File: config.mk
export PLATFORM = sky130hd
export DESIGN_NAME = rtc_periodic_interrupt_timer
export DESIGN_NICKNAME = d
export VERILOG_FILES = /design/src/rtl/rtc_periodic_interrupt_timer.v
export VERILOG_INCLUDE_DIRS = /design/src /design/src/common
export SDC_FILE = /design/constraint.sdc
export NUM_CORES = 1
export LEC_CHECK = 0
export BUFFER_PORTS_ARGS = -buffer_cell sky130_fd_sc_hd__buf_2
export CORE_MARGIN = 2
export CORE_UTILIZATION = 60
export DETAILED_ROUTE_END_ITERATION = 6
export PLACE_DENSITY = 0.8
export SYNTH_ARGS = -nofsm -noshare
export SYNTH_HDL_FRONTEND = slang
export SYNTH_SLANG_ARGS = --single-unit
File: constraint.sdc
create_clock -name sys_clk_i -period 3.5 [get_ports sys_clk_i]
set_input_delay 0.175 -clock sys_clk_i [delete_from_list [all_inputs] [get_ports sys_clk_i]]
set_output_delay 0.175 -clock sys_clk_i [all_outputs]
set_load 0.03 [all_outputs]
File: src/common/rtc_pit_regs.vh
// Purpose: Offsets, fields, resets and counts of the real-time counter.
// Assumes: Byte registers on a strobe port.
// Notes: Offsets are byte addresses.
`ifndef RTC_PIT_REGS_VH
`define RTC_PIT_REGS_VH

`define OFF_COUNTER_CONTROL      5'h00
`define OFF_SYNC_STATUS          5'h01
`define OFF_COUNTER_IRQ_ENABLES  5'h02
`define OFF_COUNTER_IRQ_FLAGS    5'h03
`define OFF_COUNTER_DEBUG        5'h05
`define OFF_COUNT_LO             5'h08
`define OFF_COUNT_HI             5'h09
`define OFF_PERIOD_LO            5'h0A
`define OFF_PERIOD_HI            5'h0B
`define OFF_COMPARE_LO           5'h0C
`define OFF_COMPARE_HI           5'h0D
`define OFF_PERIODIC_CONTROL     5'h10
`define OFF_PERIODIC_SYNC_STATUS 5'h11
`define OFF_PERIODIC_IRQ_ENABLES 5'h12
`define OFF_PERIODIC_IRQ_FLAGS   5'h13
`define OFF_PERIODIC_DEBUG       5'h15

`define BIT_ENABLE          0
`define BIT_RUN_IN_STANDBY  7
`define FLD_PRESCALER_LSB   3
`define FLD_PERIOD_LSB      3
`define BIT_OVERFLOW        0
`define BIT_COMPARE         1

`define RESET_PERIOD_VALUE  16'hFFFF
`define RESET_BYTE          8'h00

// Real-time edges a write takes to land
`define SYNC_RTC_CYCLES     2
// Periodic select code clamp
`define PIT_CODE_MIN        4'h1
`define PIT_CODE_MAX        4'hE

`endif

File: src/rtl/rtc_periodic_interrupt_timer.v
// Purpose: Real-time counter and periodic interrupt timer sharing one prescaler.
// Assumes: Real-time clock is a slow pin sampled by sys_clk_i.
// Notes: Byte registers; read data one cycle after the strobe.
//
// Design decisions made here: the register offsets and the address-and-strobe port.
`include "rtc_pit_regs.vh"
`timescale 1ns/1ps
`default_nettype none

// Operation
// Counter runs while its enable bit is one.
// Periodic timer runs on its own enable bit.
// One shared prescaler, clocked by the real-time clock.
// Prescaler stops when both enables are zero, counts otherwise.
// First tick or periodic interrupt comes within one period.
// After first interrupt, periodic output toggles every half period.
// Events last one real-time period, on the flag conditions.
// Overflow when counter reached period value and wraps to zero.
// Compare when counter equals compare value.
// Periodic interrupt each time selected interval elapses.
// Each condition sets its own flag; two separate flag registers.
// Request stands while enable and flag set, until flag cleared.
// Software configures all before enabling the counter.
// Counter runs in idle sleep; in standby only with run-in-standby.
// Periodic timer runs in every sleep mode.
// Control and count writes land after a synchronization delay.
// Busy bits show compare, period, count or control synchronizing.
// Busy bit reads one while periodic control synchronizes.
// Software checks busy clear before writing synchronized registers.
// Debug halt without debug-run stops counter, ignores events.
// Debug halt without periodic debug-run forces output low.
// Output high at halt gives extra rise and interrupt on restart.
// Flags raise on first count after equality; overflow zeroes count.
// Periodic interval is powers of two, 4 to 32768 cycles.
// Prescaler divides by two to the field value, up to 32768.
// Prescaler update acts two real-time cycles after the write.
// Counter increments once per prescaled tick, holds while disabled.
module rtc_periodic_interrupt_timer #(
    parameter PRESCALE_BITS = 15
) (
    input wire sys_clk_i,
    input wire reset_n_i,
    input wire rtc_clk_pin_i,
    input wire [4:0] addr_i,
    input wire [7:0] wdata_i,
    input wire wr_i,
    input wire rd_i,
    input wire idle_sleep_i,
    input wire standby_sleep_i,
    input wire debug_halt_i,
    output reg [7:0] rdata_o,
    output wire counter_irq_o,
    output wire periodic_irq_o,
    output reg overflow_event_o,
    output reg compare_event_o,
    output reg periodic_out_o
);

    ////////////////////////////////////////////////////////////////////////////
    // Real-time clock pin sampling

    reg [2:0] rtc_sync;
    reg rtc_level;
    wire rtc_edge;

    always @(posedge sys_clk_i or negedge reset_n_i) begin
        if (!reset_n_i) begin
            rtc_sync <= 3'h0;
            rtc_level <= 1'b0;
        end else begin
            rtc_sync <= {rtc_sync[1:0], rtc_clk_pin_i};
            if (rtc_sync[1] == rtc_sync[2])
                rtc_level <= rtc_sync[2];
        end
    end

    // One strobe per rising real-time clock edge
    assign rtc_edge = (rtc_sync[1] == rtc_sync[2]) && rtc_sync[2] && !rtc_level;

    ////////////////////////////////////////////////////////////////////////////
    // Software-side registers

    reg counter_enable;
    reg run_in_standby;
    reg [3:0] prescaler_sel;
    reg [1:0] counter_irq_enables;
    reg [1:0] counter_irq_flags;
    reg counter_debug_run;
    reg [15:0] count_shadow;
    reg [15:0] period_shadow;
    reg [15:0] compare_shadow;
    reg periodic_timer_enable;
    reg [3:0] periodic_sel;
    reg periodic_irq_enable;
    reg periodic_irq_flag;
    reg periodic_debug_run;
    reg [7:0] count_hi_latch;

    // Busy: {compare, period, count, control, periodic control}
    reg [4:0] sync_pend;
    reg [1:0] sync_age;

    // Real-time domain copies
    reg rt_counter_enable;
    reg rt_run_in_standby;
    reg [3:0] rt_prescaler_sel;
    reg [15:0] rt_period;
    reg [15:0] rt_compare;
    reg rt_periodic_enable;
    reg [3:0] rt_periodic_sel;
    reg [15:0] count_value;

    wire hit_ctrl = wr_i && (addr_i == `OFF_COUNTER_CONTROL);
    wire hit_pctrl = wr_i && (addr_i == `OFF_PERIODIC_CONTROL);
    wire hit_cnt = wr_i && (addr_i == `OFF_COUNT_LO || addr_i == `OFF_COUNT_HI);
    wire hit_per = wr_i && (addr_i == `OFF_PERIOD_LO || addr_i == `OFF_PERIOD_HI);
    wire hit_cmp = wr_i && (addr_i == `OFF_COMPARE_LO || addr_i == `OFF_COMPARE_HI);

    wire overflow_hit;
    wire compare_hit;
    wire periodic_rise;

    always @(posedge sys_clk_i or negedge reset_n_i) begin
        if (!reset_n_i) begin
            counter_enable <= 1'b0;
            run_in_standby <= 1'b0;
            prescaler_sel <= 4'h0;
            counter_irq_enables <= 2'h0;
            counter_irq_flags <= 2'h0;
            counter_debug_run <= 1'b0;
            count_shadow <= 16'h0000;
            period_shadow <= `RESET_PERIOD_VALUE;
            compare_shadow <= 16'h0000;
            periodic_timer_enable <= 1'b0;
            periodic_sel <= 4'h0;
            periodic_irq_enable <= 1'b0;
            periodic_irq_flag <= 1'b0;
            periodic_debug_run <= 1'b0;
        end else begin
            if (hit_ctrl) begin
                counter_enable <= wdata_i[`BIT_ENABLE];
                run_in_standby <= wdata_i[`BIT_RUN_IN_STANDBY];
                prescaler_sel <= wdata_i[`FLD_PRESCALER_LSB+3:`FLD_PRESCALER_LSB];
            end
            if (hit_pctrl) begin
                periodic_timer_enable <= wdata_i[`BIT_ENABLE];
                periodic_sel <= wdata_i[`FLD_PERIOD_LSB+3:`FLD_PERIOD_LSB];
            end
            if (wr_i && addr_i == `OFF_COUNTER_IRQ_ENABLES)
                counter_irq_enables <= wdata_i[1:0];
            if (wr_i && addr_i == `OFF_COUNTER_DEBUG)
                counter_debug_run <= wdata_i[0];
            if (wr_i && addr_i == `OFF_PERIODIC_IRQ_ENABLES)
                periodic_irq_enable <= wdata_i[0];
            if (wr_i && addr_i == `OFF_PERIODIC_DEBUG)
                periodic_debug_run <= wdata_i[0];
            if (wr_i && addr_i == `OFF_COUNT_LO)
                count_shadow[7:0] <= wdata_i;
            if (wr_i && addr_i == `OFF_COUNT_HI)
                count_shadow[15:8] <= wdata_i;
            if (wr_i && addr_i == `OFF_PERIOD_LO)
                period_shadow[7:0] <= wdata_i;
            if (wr_i && addr_i == `OFF_PERIOD_HI)
                period_shadow[15:8] <= wdata_i;
            if (wr_i && addr_i == `OFF_COMPARE_LO)
                compare_shadow[7:0] <= wdata_i;
            if (wr_i && addr_i == `OFF_COMPARE_HI)
                compare_shadow[15:8] <= wdata_i;
            // write one clears; a new event wins
            counter_irq_flags[`BIT_OVERFLOW] <= overflow_hit ||
                (counter_irq_flags[`BIT_OVERFLOW] &&
                 !(wr_i && addr_i == `OFF_COUNTER_IRQ_FLAGS && wdata_i[`BIT_OVERFLOW]));
            counter_irq_flags[`BIT_COMPARE] <= compare_hit ||
                (counter_irq_flags[`BIT_COMPARE] &&
                 !(wr_i && addr_i == `OFF_COUNTER_IRQ_FLAGS && wdata_i[`BIT_COMPARE]));
            periodic_irq_flag <= periodic_rise ||
                (periodic_irq_flag &&
                 !(wr_i && addr_i == `OFF_PERIODIC_IRQ_FLAGS && wdata_i[0]));
        end
    end

    // request held while flag and enable both set
    assign counter_irq_o = |(counter_irq_flags & counter_irq_enables);
    assign periodic_irq_o = periodic_irq_flag && periodic_irq_enable;

    ////////////////////////////////////////////////////////////////////////////
    // Sync into the real-time domain

    // write lands after two real-time edges
    always @(posedge sys_clk_i or negedge reset_n_i) begin
        if (!reset_n_i) begin
            sync_pend <= 5'h00;
            sync_age <= 2'h0;
        end else if (|{hit_cmp, hit_per, hit_cnt, hit_ctrl, hit_pctrl}) begin
            sync_pend <= sync_pend | {hit_cmp, hit_per, hit_cnt, hit_ctrl, hit_pctrl};
            sync_age <= 2'h0;
        end else if (rtc_edge && |sync_pend) begin
            if (sync_age == `SYNC_RTC_CYCLES - 1) begin
                sync_pend <= 5'h00;
                sync_age <= 2'h0;
            end else begin
                sync_age <= sync_age + 2'h1;
            end
        end
    end

    wire sync_land = rtc_edge && |sync_pend && (sync_age == `SYNC_RTC_CYCLES - 1);

    always @(posedge sys_clk_i or negedge reset_n_i) begin
        if (!reset_n_i) begin
            rt_counter_enable <= 1'b0;
            rt_run_in_standby <= 1'b0;
            rt_prescaler_sel <= 4'h0;
            rt_period <= `RESET_PERIOD_VALUE;
            rt_compare <= 16'h0000;
            rt_periodic_enable <= 1'b0;
            rt_periodic_sel <= 4'h0;
        end else if (sync_land) begin
            if (sync_pend[1]) begin
                rt_counter_enable <= counter_enable;
                rt_run_in_standby <= run_in_standby;
                rt_prescaler_sel <= prescaler_sel;
            end
            // periodic enable lands on its own
            if (sync_pend[0]) begin
                rt_periodic_enable <= periodic_timer_enable;
                rt_periodic_sel <= periodic_sel;
            end
            if (sync_pend[3])
                rt_period <= period_shadow;
            if (sync_pend[4])
                rt_compare <= compare_shadow;
        end
    end

    ////////////////////////////////////////////////////////////////////////////
    // Shared prescaler and counter

    reg [PRESCALE_BITS-1:0] prescale_count;
    reg [PRESCALE_BITS-1:0] prev_prescale;
    reg pit_halted;
    reg pit_prev_out;

    // counter gated by standby and debug halt
    wire counter_run = rt_counter_enable && !(standby_sleep_i && !rt_run_in_standby) &&
        !(debug_halt_i && !counter_debug_run);
    // periodic timer ignores sleep
    wire pit_halt_now = debug_halt_i && !periodic_debug_run;

    // prescaler runs while either function is on
    always @(posedge sys_clk_i or negedge reset_n_i) begin
        if (!reset_n_i) begin
            prescale_count <= {PRESCALE_BITS{1'b0}};
            prev_prescale <= {PRESCALE_BITS{1'b0}};
        end else if (rtc_edge && (rt_counter_enable || rt_periodic_enable)) begin
            prev_prescale <= prescale_count;
            prescale_count <= prescale_count + {{(PRESCALE_BITS-1){1'b0}}, 1'b1};
        end
    end

    // tick on prescaler low bits all ones
    wire [PRESCALE_BITS:0] wrap_mask = ({{PRESCALE_BITS{1'b0}}, 1'b1} << rt_prescaler_sel) -
        {{PRESCALE_BITS{1'b0}}, 1'b1};
    wire counter_tick = rtc_edge && (rt_counter_enable || rt_periodic_enable) &&
        ((prescale_count & wrap_mask[PRESCALE_BITS-1:0]) == wrap_mask[PRESCALE_BITS-1:0]);

    // hit on the tick after equality
    assign overflow_hit = counter_tick && counter_run && (count_value == rt_period);
    assign compare_hit = counter_tick && counter_run && (count_value == rt_compare);

    // count while running; written count lands on sync
    always @(posedge sys_clk_i or negedge reset_n_i) begin
        if (!reset_n_i) begin
            count_value <= 16'h0000;
        end else if (sync_land && sync_pend[2]) begin
            count_value <= count_shadow;
        end else if (overflow_hit) begin
            count_value <= 16'h0000;
        end else if (counter_tick && counter_run) begin
            count_value <= count_value + 16'h0001;
        end
    end

    // events last one real-time clock period
    always @(posedge sys_clk_i or negedge reset_n_i) begin
        if (!reset_n_i) begin
            overflow_event_o <= 1'b0;
            compare_event_o <= 1'b0;
        end else if (overflow_hit || compare_hit) begin
            overflow_event_o <= overflow_hit;
            compare_event_o <= compare_hit;
        end else if (rtc_edge) begin
            overflow_event_o <= 1'b0;
            compare_event_o <= 1'b0;
        end
    end

    ////////////////////////////////////////////////////////////////////////////
    // Periodic timer

    // output is prescaler bit code
    wire [3:0] pit_bit = (rt_periodic_sel < `PIT_CODE_MIN) ? `PIT_CODE_MIN :
        ((rt_periodic_sel > `PIT_CODE_MAX) ? `PIT_CODE_MAX : rt_periodic_sel);
    wire pit_raw = rt_periodic_enable && prescale_count[pit_bit];
    wire pit_had_prev = rt_periodic_enable && prev_prescale[pit_bit];

    // forced low in halt without debug-run
    always @(posedge sys_clk_i or negedge reset_n_i) begin
        if (!reset_n_i) begin
            periodic_out_o <= 1'b0;
            pit_halted <= 1'b0;
            pit_prev_out <= 1'b0;
        end else begin
            pit_halted <= pit_halt_now;
            pit_prev_out <= periodic_out_o;
            periodic_out_o <= pit_raw && !pit_halt_now;
        end
    end

    // every output rise sets the flag
    assign periodic_rise = periodic_out_o && !pit_prev_out && !pit_halted;

    ////////////////////////////////////////////////////////////////////////////
    // Register reads

    always @(posedge sys_clk_i or negedge reset_n_i) begin
        if (!reset_n_i) begin
            rdata_o <= `RESET_BYTE;
            count_hi_latch <= `RESET_BYTE;
        end else if (rd_i) begin
            if (addr_i == `OFF_COUNTER_CONTROL)
                rdata_o <= {run_in_standby, prescaler_sel, 2'b00, counter_enable};
            // busy while synchronizing
            else if (addr_i == `OFF_SYNC_STATUS)
                rdata_o <= {4'h0, sync_pend[4:1]};
            else if (addr_i == `OFF_COUNTER_IRQ_ENABLES)
                rdata_o <= {6'h00, counter_irq_enables};
            else if (addr_i == `OFF_COUNTER_IRQ_FLAGS)
                rdata_o <= {6'h00, counter_irq_flags};
            else if (addr_i == `OFF_COUNTER_DEBUG)
                rdata_o <= {7'h00, counter_debug_run};
            else if (addr_i == `OFF_COUNT_LO) begin
                rdata_o <= count_value[7:0];
                count_hi_latch <= count_value[15:8];
            end else if (addr_i == `OFF_COUNT_HI)
                rdata_o <= count_hi_latch;
            else if (addr_i == `OFF_PERIOD_LO)
                rdata_o <= period_shadow[7:0];
            else if (addr_i == `OFF_PERIOD_HI)
                rdata_o <= period_shadow[15:8];
            else if (addr_i == `OFF_COMPARE_LO)
                rdata_o <= compare_shadow[7:0];
            else if (addr_i == `OFF_COMPARE_HI)
                rdata_o <= compare_shadow[15:8];
            else if (addr_i == `OFF_PERIODIC_CONTROL)
                rdata_o <= {1'b0, periodic_sel, 2'b00, periodic_timer_enable};
            // periodic control busy
            else if (addr_i == `OFF_PERIODIC_SYNC_STATUS)
                rdata_o <= {7'h00, sync_pend[0]};
            else if (addr_i == `OFF_PERIODIC_IRQ_ENABLES)
                rdata_o <= {7'h00, periodic_irq_enable};
            else if (addr_i == `OFF_PERIODIC_IRQ_FLAGS)
                rdata_o <= {7'h00, periodic_irq_flag};
            else if (addr_i == `OFF_PERIODIC_DEBUG)
                rdata_o <= {7'h00, periodic_debug_run};
            else
                rdata_o <= `RESET_BYTE;
        end else begin
            rdata_o <= `RESET_BYTE;
        end
    end

    wire unused_ok = &{1'b0, pit_had_prev, idle_sleep_i};

endmodule // rtc_periodic_interrupt_timer

`default_nettype wire

After elaboration in Yosys (flattened, before gate mapping)
Cells that the tools add are included.
{"block": "classes", "add_sub_neg": 4, "bitwise_logic": 8, "n_reduce_logical": 77, "eq_ne": 20, "mux": 33, "n_shift": 1, "n_lt_le_gt_ge": 3}
{"operator": "$mux W8", "n": 12}
{"operator": "$mux W16", "n": 3}
{"operator": "$logic_and A1 B1 Y1", "n": 43}
{"operator": "$eq A16 B16 Y1", "n": 2}
{"operator": "$eq A5 B4 Y1 const B", "n": 6}
{"operator": "$eq A5 B5 Y1 const B", "n": 5}
{"operator": "$add A16 B1 Y16 const B", "n": 1}
{"operator": "$add A15 B1 Y15 const B", "n": 1}
{"operator": "$and A15 B15 Y15", "n": 1}
{"operator": "$eq A15 B15 Y1", "n": 1}
{"operator": "$mux W5", "n": 3}
{"operator": "$shl A1 B4 Y15 const A", "n": 1}
{"operator": "$sub A15 B1 Y15 const B", "n": 1}
{"operator": "$logic_not A1 Y1", "n": 12}
{"operator": "$eq A5 B2 Y1 const B", "n": 2}
{"operator": "$reduce_and A2 Y1", "n": 5}
{"operator": "$reduce_or A5 Y1", "n": 2}
{"operator": "$logic_or A1 B1 Y1", "n": 8}
{"operator": "$mux W1", "n": 8}
{"operator": "$mux W4", "n": 2}
{"operator": "$mux W7", "n": 1}
{"operator": "$reduce_and A7 Y1", "n": 1}
{"operator": "$mux W2", "n": 3}
{"operator": "$reduce_bool A2 Y1", "n": 3}
{"operator": "other kinds (15)", "n": 19}
{"block": "word_totals", "word_cells": 183, "output_inout_bits": 13, "register_bits": 173, "input_bits": 21}

Logic depth before layout (Yosys ltp)
Gate-level depths: netlist of the first run.
{"block": "logic_depth", "ltp_word": 18, "ltp_mapped": 14, "mapped_depth_nobuf": 10}

Worst setup path after synthesis of the first run
No wires, ideal clock.
{"block": "synth_path", "path_kind": "flip-flop to flip-flop", "from": "reg rt_prescaler_sel[3]", "to": "reg count_value[5]", "synth_period_minus_slack_ns": 2.883, "slack_ns": 0.617, "setup_time_ns": 0.126, "stages_incl_launch_ff": 14, "t_required_ns": 3.374, "t_arrival_ns": 2.757, "path_buffers": 4, "path_cell_list": "dfrtp_1 > buf_2 > nor2_1 > nand2_1 > ha_1 > buf_2 > a21o_1 > a221oi_1 > nor3_1 > or4b_1 > clkbuf_1 > buf_2 > o2bb2ai_1 > a221o_1"}
{"block": "synth_via", "elab_chain_len": 9, "elab_cells_between_ends": 10, "cone_classes": "add/sub (1); eq/ne (1); shift (1); mux (2); bitwise (1); reduce/logical (4)"}
{"element": "from (decl)", "line_no": "rtc_periodic_interrupt_timer.v:106", "text": "reg [3:0] rt_prescaler_sel;"}
{"element": "from (signal assigned)", "line_no": "rtc_periodic_interrupt_timer.v:222", "text": "rt_prescaler_sel <= prescaler_sel;"}
{"element": "$shl A1 B4 Y15 (*)", "line_no": "rtc_periodic_interrupt_timer.v:262", "text": "wire [PRESCALE_BITS:0] wrap_mask = ({{PRESCALE_BITS{1'b0}}, 1'b1} << rt_prescaler_sel) -"}
{"element": "$sub A15 B1 Y15 (*)", "line_no": "rtc_periodic_interrupt_timer.v:262"}
{"element": "$and A15 B15 Y15", "line_no": "rtc_periodic_interrupt_timer.v:265", "text": "((prescale_count & wrap_mask[PRESCALE_BITS-1:0]) == wrap_mask[PRESCALE_BITS-1:0]);"}
{"element": "$eq A15 B15 Y1 (*)", "line_no": "rtc_periodic_interrupt_timer.v:265"}
{"element": "$logic_and A1 B1 Y1 (*)", "line_no": "rtc_periodic_interrupt_timer.v:264", "text": "wire counter_tick = rtc_edge && (rt_counter_enable || rt_periodic_enable) &&"}
{"element": "$logic_and A1 B1 Y1 (*)", "line_no": "rtc_periodic_interrupt_timer.v:268, rtc_periodic_interrupt_timer.v:279"}
{"element": "$logic_and A1 B1 Y1", "line_no": "rtc_periodic_interrupt_timer.v:268", "text": "assign overflow_hit = counter_tick && counter_run && (count_value == rt_period);"}
{"element": "$mux W16", "line_no": "rtc_periodic_interrupt_timer.v:277", "text": "end else if (overflow_hit) begin"}
{"element": "$mux W16", "line_no": "rtc_periodic_interrupt_timer.v:275", "text": "end else if (sync_land && sync_pend[2]) begin"}
{"element": "to (signal assigned)", "line_no": "rtc_periodic_interrupt_timer.v:276", "text": "count_value <= count_shadow;"}
{"element": "to (signal assigned)", "line_no": "rtc_periodic_interrupt_timer.v:280", "text": "count_value <= count_value + 16'h0001;"}
{"element": "to (decl)", "line_no": "rtc_periodic_interrupt_timer.v:111", "text": "reg [15:0] count_value;"}
Mark *: on every way between the ends. The rest lies on a longest branch, timed or not.
A chain may end at the register's enable or synchronous reset.

Worst setup path in the final report of the first run
{"block": "layout_path", "from": "reg rt_prescaler_sel[1]", "to": "reg count_value[12]"}
The elaborated chain is that of the path after synthesis.

==> flow_summary_export.csv, run 1 <==
group,metric,value,unit
layout,n_antenna_cell,0,
critical_path,crit_buf_inv,1,
critical_path,cpPeakStageDelay,0.52,ns
synth,async_reset_ff_frac,1.00,
global_route,grt-ovfl-total,0,
placed_design,place_inst,959,
critical_path,cp-start-kind,"flop",
timing,setup_viol,0,
layout,mostFrequentLayoutCells,"139 x dfrtp_1, 113 x mux2_2, 86 x nand2_1",
synth,syn_area,8540,um2
power,ir_worst_vdd,0.404,mV
layout,nets,825,
global_route,grt_max_degree,97,
critical_path,crit_family,"simple AND/OR/NAND/NOR gates",
synth,yosysSeqAreaShare,0.512,
critical_path,crit_start,"rt_prescaler_sel[1]",
critical_path,crit_chain,"nor2_1 -> nand3b_1 -> ha_1 -> nor2b_1 -> nor2b_1 -> o21ai_0 -> o21ai_0 -> or4b_1 -> buf_4 -> nand2b_2 -> o311ai_1",
placed_design,dp_hpwl,15.5,mm
hold_path,hold_path_class,"in -> reg",
timing,grt_setup_unrepaired,"false",
timing,fin_skew,0.00778,ns
synth,synth_top_area_frac,0.413,
synth,synth_edf_count,0,
timing,timing.final.ws_setup,0.213,ns
synth,synth_top_area_cell,"dfrtp_1",
detailed_routing,wl_per_cell,22.8,um
die,die_y,123,um
timing,worst_pin_slew,0.875,ns
global_route,antenna_found_initial,0,
clock_tree,clkLatencyLatePin,0.43,ns
detailed_routing,wl,22.7,mm
placed_design,io_buffers,32,
timing,drv_slew,0,
power,power_density,666,nW/um2
critical_path,cp.required,3.82,ns
synth,ys_ff_latch,173,
synth,synth_flop_cell,"dfrtp_1",
critical_path,r2r_start,"rt_prescaler_sel[1]",
synth,syn_nets,805,
critical_path,path_depth,11,
clock_tree,numCtsBuffers,17,
clock_tree,clkTransAtPathRegs,0.06,ns
placed_design,preCtsSetupSlack,0.175,ns
timing,fin_crit,3.29,ns
die,ioPinCount,34,
clock_tree,cts_tree,"done",
clock_tree,clockRootBuffer,"clkbuf_16",
placed_design,gp_congestion,1.03,
flow_run,maxCapViolations,0,
detailed_routing,initialDrtViolationCount,1020,
critical_path,r2r_slack,0.21,ns
critical_path,reg2regPathDepth,11,
detailed_routing,vias,6616,
critical_path,cp.arrival,3.61,ns
critical_path,r2r_end,"count_value[12]",
timing,clock.fmax,0.304,GHz
clock_tree,post_cts_buffers,0,
synth,ys_types,58,
synth,synth_area_leaders,"dfrtp_1 41%, mux2_2 15%, dfstp_2 9.8%, nand2_1 3.8%, xnor2_1 2.7%",
critical_path,critPathSlowestCell,"or4b_1",
critical_path,path_class,"reg -> reg",
layout,final_common_cell,"dfrtp_1",
layout,utilization,0.677,
detailed_routing,drcViolationCount,0,
global_route,gr-usage-all-layers,0.318,
clock_tree,cts_sinks,173,
layout,fin_cells,993,
status,status,"complete, no violations",
synth,postSynthCellCount,780,
die,die_area,15200,um2
timing,hold_viol,0,
critical_path,cp_max_fo,24,
clock_tree,cts_buffer_depth,2,
layout,area_delta_synth_final,10.0,%
timing,fin_tns_setup,0,ns
die,initial_utilization,0.615,
die,core_area,13900,um2
global_route,grt_pass1_vias,6524,
critical_path,cp-endpoint,"count_value[12]",
detailed_routing,firstDrtPassIters,6,
die,die_w,123,um
power,p_leak,4.11,nW
detailed_routing,via_per_inst,6.66,
timing,period_share,0.939,
die,rows,43,
synth,synth_warnings,0,
synth,syn_area_per_cell,10.9,um2
layout,layout-drive-gt1-share,0.271,
global_route,grt_pass1_wl,35.7,mm
detailed_routing,drtAntennaViolNets,0,
timing,slew_headroom,0.416,
critical_path,critPathCaptureType,"flop",
clock_tree,htree_levels,4,
[final cells by class]
type / instances / area, um2
clock buffer: 27 / 493
clock inverter: 5 / 31.3
fill: 981 / 4490
inverter: 19 / 71.3
multi-input combinational: 545 / 3930
sequential: 173 / 4370
tap: 180 / 225
timing repair buffer: 44 / 274
[flip-flops by register name, indices dropped and copies added (netlist names), 2 cells and up]
name	count
compare_shadow	16
count_shadow	16
count_value	16
period_shadow	16
rt_compare	16
rt_period	16
prescale_count	15
count_hi_latch	8
rdata_o	8
sync_pend	5
periodic_sel	4
prescaler_sel	4
rt_periodic_sel	4
rt_prescaler_sel	4
rtc_sync	3
counter_irq_enables	2
counter_irq_flags	2
sync_age	2
[where the power goes]
part | total [mW] | switching (mW) | internal, mW
combinational | 1.39 | 0.683 | 0.707
clock | 1.70 | 0.737 | 0.966
sequential | 3.16 | 0.612 | 2.55
total | 6.26 | 2.03 | 4.22
[synth_stat cells, types with 5 or more instances]
cell type,instances
mux2i_1,5
a211oi_1,6
nor3_1,14
nand4_1,12
a22oi_1,12
dfstp_2,32
nand2b_1,8
a31oi_1,13
o221ai_1,6
clkbuf_1,35
nor4_1,9
a22o_1,6
o211ai_1,9
a21o_1,6
a21oi_1,22
nand3_1,23
xnor2_1,26
nand2_1,86
o21ai_0,29
and3_1,5
nor2_1,46
mux2_2,113
inv_1,19
buf_2,5
dfrtp_1,141
xor2_1,23
nor2b_1,8
[worst reg2reg max path: stages, from the launching register on]
cell      delay, ns
dfrtp_1        0.47
nor2_1         0.21
nand3b_1       0.12
ha_1           0.32
nor2b_1        0.19
nor2b_1        0.15
o21ai_0        0.19
o21ai_0        0.13
or4b_1         0.52
buf_4          0.25
nand2b_2       0.32
o311ai_1       0.31
[per-layer routing]
layer | share of wire | vias to the layer above | track usage
met2 | 0.45 | 424 | 0.476
met3 | 0.10 | 104 | 0.0756
met1 | 0.40 | 3243 | 0.432
met5 | 0 | - | 0
met4 | 0.050 | 0 | 0.166
li1 | - | 2845 | -
[repair_timing]
item	CTS	global route
hold buffers	2	0
setup endpoints to repair	0	10
endpoints found under the hold margin	77	0
resized for setup	0	3
[cells by family after synthesis]
kind of cell | after synthesis | share of synthesized area
and+or+nand+nor | 232 | 0.129
buffers and inverters | 62 | 0.0284
adders and majority gates | 4 | 0.00586
DFF | 173 | 0.512
AOI/OAI and AO/OA | 140 | 0.114
muxes | 120 | 0.160
xor gates and xnor gates | 49 | 0.0503
[stage by stage]
stage	power [mW]	area, um2	hold WS [ns]
6_report	6.26	9390	0.0172
3_5_place_dp	4.50	8840	0.284
5_1_grt	6.53	9390	0.0442
4_1_cts	6.23	9390	0.00501
2_1_floorplan	4.01	8540	-0.121
3_3_place_gp	4.37	8840	0.288
[how the worst min path moves through the flow]
stage,from,end,slack [ns],cells after the start
after global placement,rtc_clk_pin_i,rtc_sync[0],0.29,1
final,debug_halt_i,pit_halted,0.02,3
after detailed placement,rtc_clk_pin_i,rtc_sync[0],0.28,1
after global routing,debug_halt_i,pit_halted,0.04,3
after CTS,debug_halt_i,pit_halted,0.005,3
after floorplan,reset_n_i,compare_event_o,-0.12,0
No activity file was read; power rests on OpenSTA's default activity.
==> run 2: changes to the inputs <==
--- a/config.mk
+++ b/config.mk
@@ -6,10 +6,12 @@
 export SDC_FILE = /design/constraint.sdc
 export NUM_CORES = 1
 export LEC_CHECK = 0
+export ABC_AREA = 1
 export BUFFER_PORTS_ARGS = -buffer_cell sky130_fd_sc_hd__buf_2
 export CORE_MARGIN = 2
 export CORE_UTILIZATION = 60
 export DETAILED_ROUTE_END_ITERATION = 6
+export MAX_ROUTING_LAYER = met4
 export PLACE_DENSITY = 0.8
 export SYNTH_ARGS = -nofsm -noshare
 export SYNTH_HDL_FRONTEND = slang
==> flow_summary_export.csv, run 2 <==
group,metric,value,unit
synth,async_reset_ff_frac,1.00,
synth,postSynthCellCount,998,
global_route,grt_pass1_wl,34.9,mm
layout,seq_area,4370,um2
layout,area_delta_synth_final,11.3,%
synth,syn_nets,1023,
critical_path,cp_max_fo,20,
critical_path,r2r_start,"rtc_sync[1]",
synth,synth_top_area_frac,0.413,
global_route,gr-usage-all-layers,0.317,
clock_tree,post_cts_buffers,0,
global_route,grt_pass1_vias,6689,
clock_tree,htree_levels,4,
placed_design,place_inst,1186,
critical_path,cp.required,3.86,ns
detailed_routing,vias,7112,
critical_path,crit_chain,"ha_1 -> inv_1 -> nor2_1 -> o21ai_1 -> inv_1 -> nand2_1 -> nor2_1 -> inv_1 -> nor2_1 -> buf_4 -> mux2_2",
detailed_routing,firstDrtPassIters,5,
synth,synth_top_area_cell,"dfrtp_1",
detailed_routing,drtAntennaViolNets,0,
layout,n_antenna_cell,0,
placed_design,gp_congestion,1.04,
layout,nets,1059,
die,initial_utilization,0.615,
power,seqPwrFrac,0.466,
synth,synth_compound_area_frac,0.139,
power,switchingPower,2.45,mW
synth,synth_edf_count,0,
hold_path,min-delay-start,"wdata_i[5]",
power,p_int,4.37,mW
synth,synth_common_cells,"238 x nand2_1, 141 x dfrtp_1, 125 x o21ai_0",
synth,synth_area_leaders,"dfrtp_1 41%, nand2_1 10%, dfstp_2 9.8%, o21ai_0 7.3%, inv_1 5.1%",
synth,yosysSeqAreaShare,0.511,
die,die_y,123,um
synth,yosys.area_share.simple,0.209,
layout,multi_input_area,3560,um2
power,ir_worst_vdd,0.442,mV
timing,period_share,0.730,
synth,synth_top_family_by_area,"simple AND/OR/NAND/NOR gates",
status,status,"complete, no violations",
global_route,antenna_found_initial,0,
synth,syn_area_per_cell,8.56,um2
synth,ys_types,49,
clock_tree,clkLatencyLatePin,0.44,ns
placed_design,io_buffers,32,
synth,syn_area,8540,um2
die,die_area,15200,um2
clock_tree,clkTransAtPathRegs,0.07,ns
critical_path,crit_start,"rtc_sync[1]",
power,power,6.82,mW
die,die_w,123,um
clock_tree,numCtsBuffers,17,
layout,mostFrequentLayoutCells,"238 x nand2_1, 141 x dfrtp_1, 125 x o21ai_0",
critical_path,cp.arrival,2.91,ns
die,core_area,13900,um2
global_route,grt_max_degree,79,
timing,slew_headroom,0.400,
flow_run,maxCapViolations,0,
critical_path,cp-start-kind,"flop",
timing,drv_slew,0,
detailed_routing,drcViolationCount,0,
clock_tree,holdBufCountCts,9,
die,ioPinCount,34,
synth,synth_xor_area_frac,0.0431,
power,p_leak,4.41,nW
timing,clock.fmax,0.392,GHz
synth,ys_ff_latch,173,
synth,muxShareOfSynthArea,0.0198,
timing,whs,0.0334,ns
detailed_routing,initialDrtViolationCount,767,
synth,synth_warnings,0,
timing,fin_tns_setup,0,ns
clock_tree,cts_sinks,173,
timing,setup_viol,0,
layout,final_common_cell,"nand2_1",
critical_path,path_class,"reg -> reg",
critical_path,cpPeakStageDelay,0.40,ns
timing,fin_crit,2.55,ns
timing,fin_skew,0.00895,ns
power,switching_share,0.360,
timing,worst_pin_slew,0.898,ns
power,power_density,717,nW/um2
clock_tree,clockRootBuffer,"clkbuf_16",
detailed_routing,via_per_inst,5.80,
detailed_routing,wl_per_cell,17.9,um
synth,yosysMostFrequentCell,"nand2_1",
critical_path,critPathSlowestCell,"nor2_1",
critical_path,critPathCaptureType,"flop",
hold_path,hold_path_class,"in -> reg",
layout,num-fill-cells,1067,
detailed_routing,wl,22.0,mm
layout,layout-drive-gt1-share,0.158,
placed_design,dp_hpwl,15.4,mm
power,pwr-share-comb,0.258,
power,p_clk_frac,0.277,
clock_tree,cts_buffer_depth,2,
clock_tree,cts_resized,0,
critical_path,r2r_slack,0.95,ns
layout,fin_cells,1226,
synth,synth_fa_ha_area_frac,0.00586,
die,rows,43,
global_route,grt-ovfl-total,0,
timing,grt_setup_unrepaired,"false",
synth,synth_flop_cell,"dfrtp_1",
timing,hold_viol,0,
clock_tree,cts_tree,"done",
-- run 2: kinds of logic after synthesis --
logic type               count (synthesis)
flip-flops                             173
buffers and inverters                  154
AND/OR/NAND/NOR                        407
multiplexers                            15
XOR/XNOR                                42
AO/OA/AOI/OAI                          203
adder cells (fa/ha/maj)                  4
-- run 2: through the flow --
step	setup WS, ns	util	cell area (um2)
finish	0.946	0.685	9510
global route	0.756	0.685	9510
CTS	0.985	0.685	9510
detailed placement	0.991	0.637	8840
global placement	0.997	0.637	8840
floorplan	1.37	-	8540
-- run 2: routing by layer --
metal	GRT usage	share of wire	up-vias
met2	0.448	0.44	313
met1	0.441	0.43	3381
li1	-	-	3336
met4	0.138	0.040	0
met3	0.0710	0.092	82
met5	-	0	-
-- run 2: cell type report --
type | instances | area share
clock buffers | 19 | 0.0466
clock inverters | 12 | 0.0146
inverters | 123 | 0.0485
multi-input cells | 671 | 0.375
flip-flops and latches | 173 | 0.459
well taps | 180 | 0.0237
repair buffers | 48 | 0.0325
-- run 2: final timing paths --
check / to / cells after the start
worst max-delay path: rt_period[4] / 11
worst min-delay path: compare_shadow[13] / 3
worst max register to register: rt_period[4] / 11
worst min register to register: rtc_sync[1] / 0
max in group asynchronous: period_shadow[1] / 3
min in group asynchronous: rtc_level / 2
-- run 2: critical path, delay by kind of cell, from the launching register on --
kind / cells / cell delay (ns)
AOI/OAI and AO/OA: 1 / 0.12
DFF: 1 / 0.35
muxes: 1 / 0.36
and+or+nand+nor: 4 / 0.89
adders and majority gates: 1 / 0.14
buffers and inverters: 4 / 0.60
-- run 2: power by group through the flow --
| stage | clock [mW] | sequential, mW | combinational, mW |
|---|---|---|---|
| floorplan | 0 | 2.88 | 1.47 |
| global placement | 0 | 3.15 | 1.66 |
| detailed placement | 0 | 3.17 | 1.71 |
| CTS | 1.88 | 3.14 | 1.74 |
| global route | 1.98 | 3.22 | 1.98 |
| finish | 1.89 | 3.18 | 1.76 |
==> run 3: changes to the inputs <==
--- a/config.mk
+++ b/config.mk
@@ -9,10 +9,10 @@
 export ABC_AREA = 1
 export BUFFER_PORTS_ARGS = -buffer_cell sky130_fd_sc_hd__buf_2
 export CORE_MARGIN = 2
-export CORE_UTILIZATION = 60
+export CORE_UTILIZATION = 56
 export DETAILED_ROUTE_END_ITERATION = 6
 export MAX_ROUTING_LAYER = met4
-export PLACE_DENSITY = 0.8
+export PLACE_DENSITY = 0.78
 export SYNTH_ARGS = -nofsm -noshare
 export SYNTH_HDL_FRONTEND = slang
 export SYNTH_SLANG_ARGS = --single-unit
==> constraint.sdc (replaced) <==
create_clock -name sys_clk_i -period 2.3 [get_ports sys_clk_i]
set_input_delay 0.115 -clock sys_clk_i [delete_from_list [all_inputs] [get_ports sys_clk_i]]
set_output_delay 0.115 -clock sys_clk_i [all_outputs]
set_load 0.03 [all_outputs]
==> flow_summary_export.csv, run 3 (same netlist as run 2, synthesis figures left out) <==
group,metric,value,unit
status,status,"complete, no violations",
timing,timing.final.ws_setup,0.0155,ns
detailed_routing,firstDrtPassIters,5,
timing,whs,0.0325,ns
placed_design,gp_congestion,1.01,
placed_design,placement.cell_area,9130,um2
layout,layout-drive-gt1-share,0.196,
global_route,gr-usage-all-layers,0.307,
clock_tree,cts_buffer_depth,2,
global_route,grt_max_degree,64,
placed_design,dp_hpwl,16.2,mm
layout,final_common_cell,"nand2_1",
critical_path,path_class,"reg -> reg",
detailed_routing,vias,7287,
timing,grt_setup_unrepaired,"true",
clock_tree,cts_tree,"done",
timing,fin_crit,2.28,ns
critical_path,r2r_slack,0.02,ns
clock_tree,clkLatencyLatePin,0.44,ns
critical_path,cp.arrival,2.60,ns
critical_path,r2r_end,"count_value[2]",
power,power_density,1090,nW/um2
detailed_routing,via_per_inst,5.72,
global_route,grt-ovfl-total,0,
die,rows,45,
power,ir_worst_vdd,0.637,mV
hold_path,holdPathEnd,"periodic_debug_run",
hold_path,hold_depth,3,
timing,setup_viol,0,
die,die_y,128,um
clock_tree,numCtsBuffers,17,
layout,multi_input_area,3610,um2
detailed_routing,drcViolationCount,0,
global_route,grt_pass1_wl,37.0,mm
layout,nets,1099,
detailed_routing,initialDrtViolationCount,828,
detailed_routing,wl_per_cell,17.9,um
timing,drv_slew,0,
layout,num-fill-cells,1149,
global_route,grt_pass1_vias,6986,
critical_path,cp_max_fo,11,
clock_tree,clkTransAtPathRegs,0.07,ns
critical_path,critPathCaptureType,"flop",
die,ioPinCount,34,
placed_design,io_buffers,32,
timing,fin_tns_setup,0,ns
power,p_leak,4.65,nW
critical_path,cp-start-kind,"flop",
timing,fin_skew,0.00851,ns
timing,slew_headroom,0.598,
global_route,antenna_found_initial,0,
clock_tree,clockRootBuffer,"clkbuf_16",
die,initial_utilization,0.568,
layout,area_delta_synth_final,16.9,%
critical_path,cp.required,2.61,ns
die,die_w,128,um
placed_design,preCtsSetupSlack,0.00738,ns
layout,seq_area,4370,um2
flow_run,maxCapViolations,0,
timing,period_share,0.993,
critical_path,r2r_start,"rt_prescaler_sel[2]",
critical_path,reg2regPathDepth,13,
die,core_area,15000,um2
timing,hold_viol,0,
clock_tree,cts_sinks,173,
timing,worst_pin_slew,0.604,ns
hold_path,min-delay-start,"wr_i",
detailed_routing,drtAntennaViolNets,0,
clock_tree,htree_levels,4,
layout,mostFrequentLayoutCells,"237 x nand2_1, 141 x dfrtp_1, 124 x o21ai_0",
detailed_routing,wl,22.9,mm
timing,clock.fmax,0.438,GHz
hold_path,hold_path_class,"in -> reg",
die,die_area,16300,um2
layout,fin_area,9990,um2
[run 3: cell types whose count changed in the layout (fill, tap and decap cells not counted), moves of 2 or more]
cell / before / now
nand3_2: 4 / 6
inv_6: 2 / 4
dlygate4sd3_1: 9 / 11
buf_4: 7 / 39
nor2_2: 4 / 8
buf_12: 0 / 6
nand3_1: 26 / 24
nor2_1: 69 / 65
[run 3: critical path, stage by stage, from the launching register on]
cell and delay, ns:
dfrtp_1 0.41, nor2_4 0.17, nand3_2 0.08, ha_1 0.29
o21a_1 0.13, nand3_2 0.08, nor4_4 0.16, o2111ai_2 0.21
nor2_4 0.16, buf_12 0.14, nor2_4 0.05, buf_12 0.14
nand2_1 0.07, o211ai_2 0.08
[run 3: power by group]
| part | total [mW] | leakage, nW | switching (mW) | internal (mW) |
|---|---|---|---|---|
| clock | 3.05 | 0.298 | 1.29 | 1.76 |
| combinational | 3.11 | 2.22 | 1.81 | 1.29 |
| sequential | 4.69 | 2.14 | 0.764 | 3.93 |
| total | 10.9 | 4.65 | 3.87 | 6.98 |
[run 3: area by class of cell]
type                            count  area share
Tap cell                          188      0.0236
Clock buffer                       18      0.0440
Inverter                          123      0.0462
Antenna cell                        1    0.000251
Timing Repair Buffer               88      0.0690
Clock inverter                     13      0.0177
Multi-Input combinational cell    671       0.362
Sequential cell                   173       0.438
[run 3: worst max-delay path by stage]
stage                   startpoint              end  slack, ns  depth (start not counted)
2_1_floorplan  rt_prescaler_sel[3]  count_value[14]       0.17                         12
3_3_place_gp   rt_prescaler_sel[0]  count_value[15]       0.06                         10
3_5_place_dp   rt_prescaler_sel[0]  count_value[15]      0.007                         10
4_1_cts        rt_prescaler_sel[3]   count_value[2]       0.02                         12
5_1_grt        rt_prescaler_sel[2]   count_value[0]      -0.09                         13
6_report       rt_prescaler_sel[2]   count_value[2]       0.02                         13
[run 3: metrics by stage]
step                       util  power, mW  std cells
final                     0.664       10.9       1275
after floorplan               -       6.61        998
after global placement    0.607       7.52       1225
after detailed placement  0.607       7.63       1225
after CTS                 0.658       10.7       1269
after global routing      0.664       11.4       1274
[run 3: what timing repair did]
item                                    4_1_cts  5_1_grt
hold buffers                                 11        0
hold endpoints to repair                     64        0
endpoints found under the setup margin        2       29
buffers inserted                              2        5
pin swaps                                     1        3
resized for setup                             0       12
cloned                                        0        0
[run 3: per-layer routing]
metal  up-vias  track usage  routed length (um)
met2       275        0.445               10400
li1       3416            -                   -
met4         0        0.122                 756
met1      3535        0.429               10200
met3        61       0.0624                1530
met5         -            -                   0
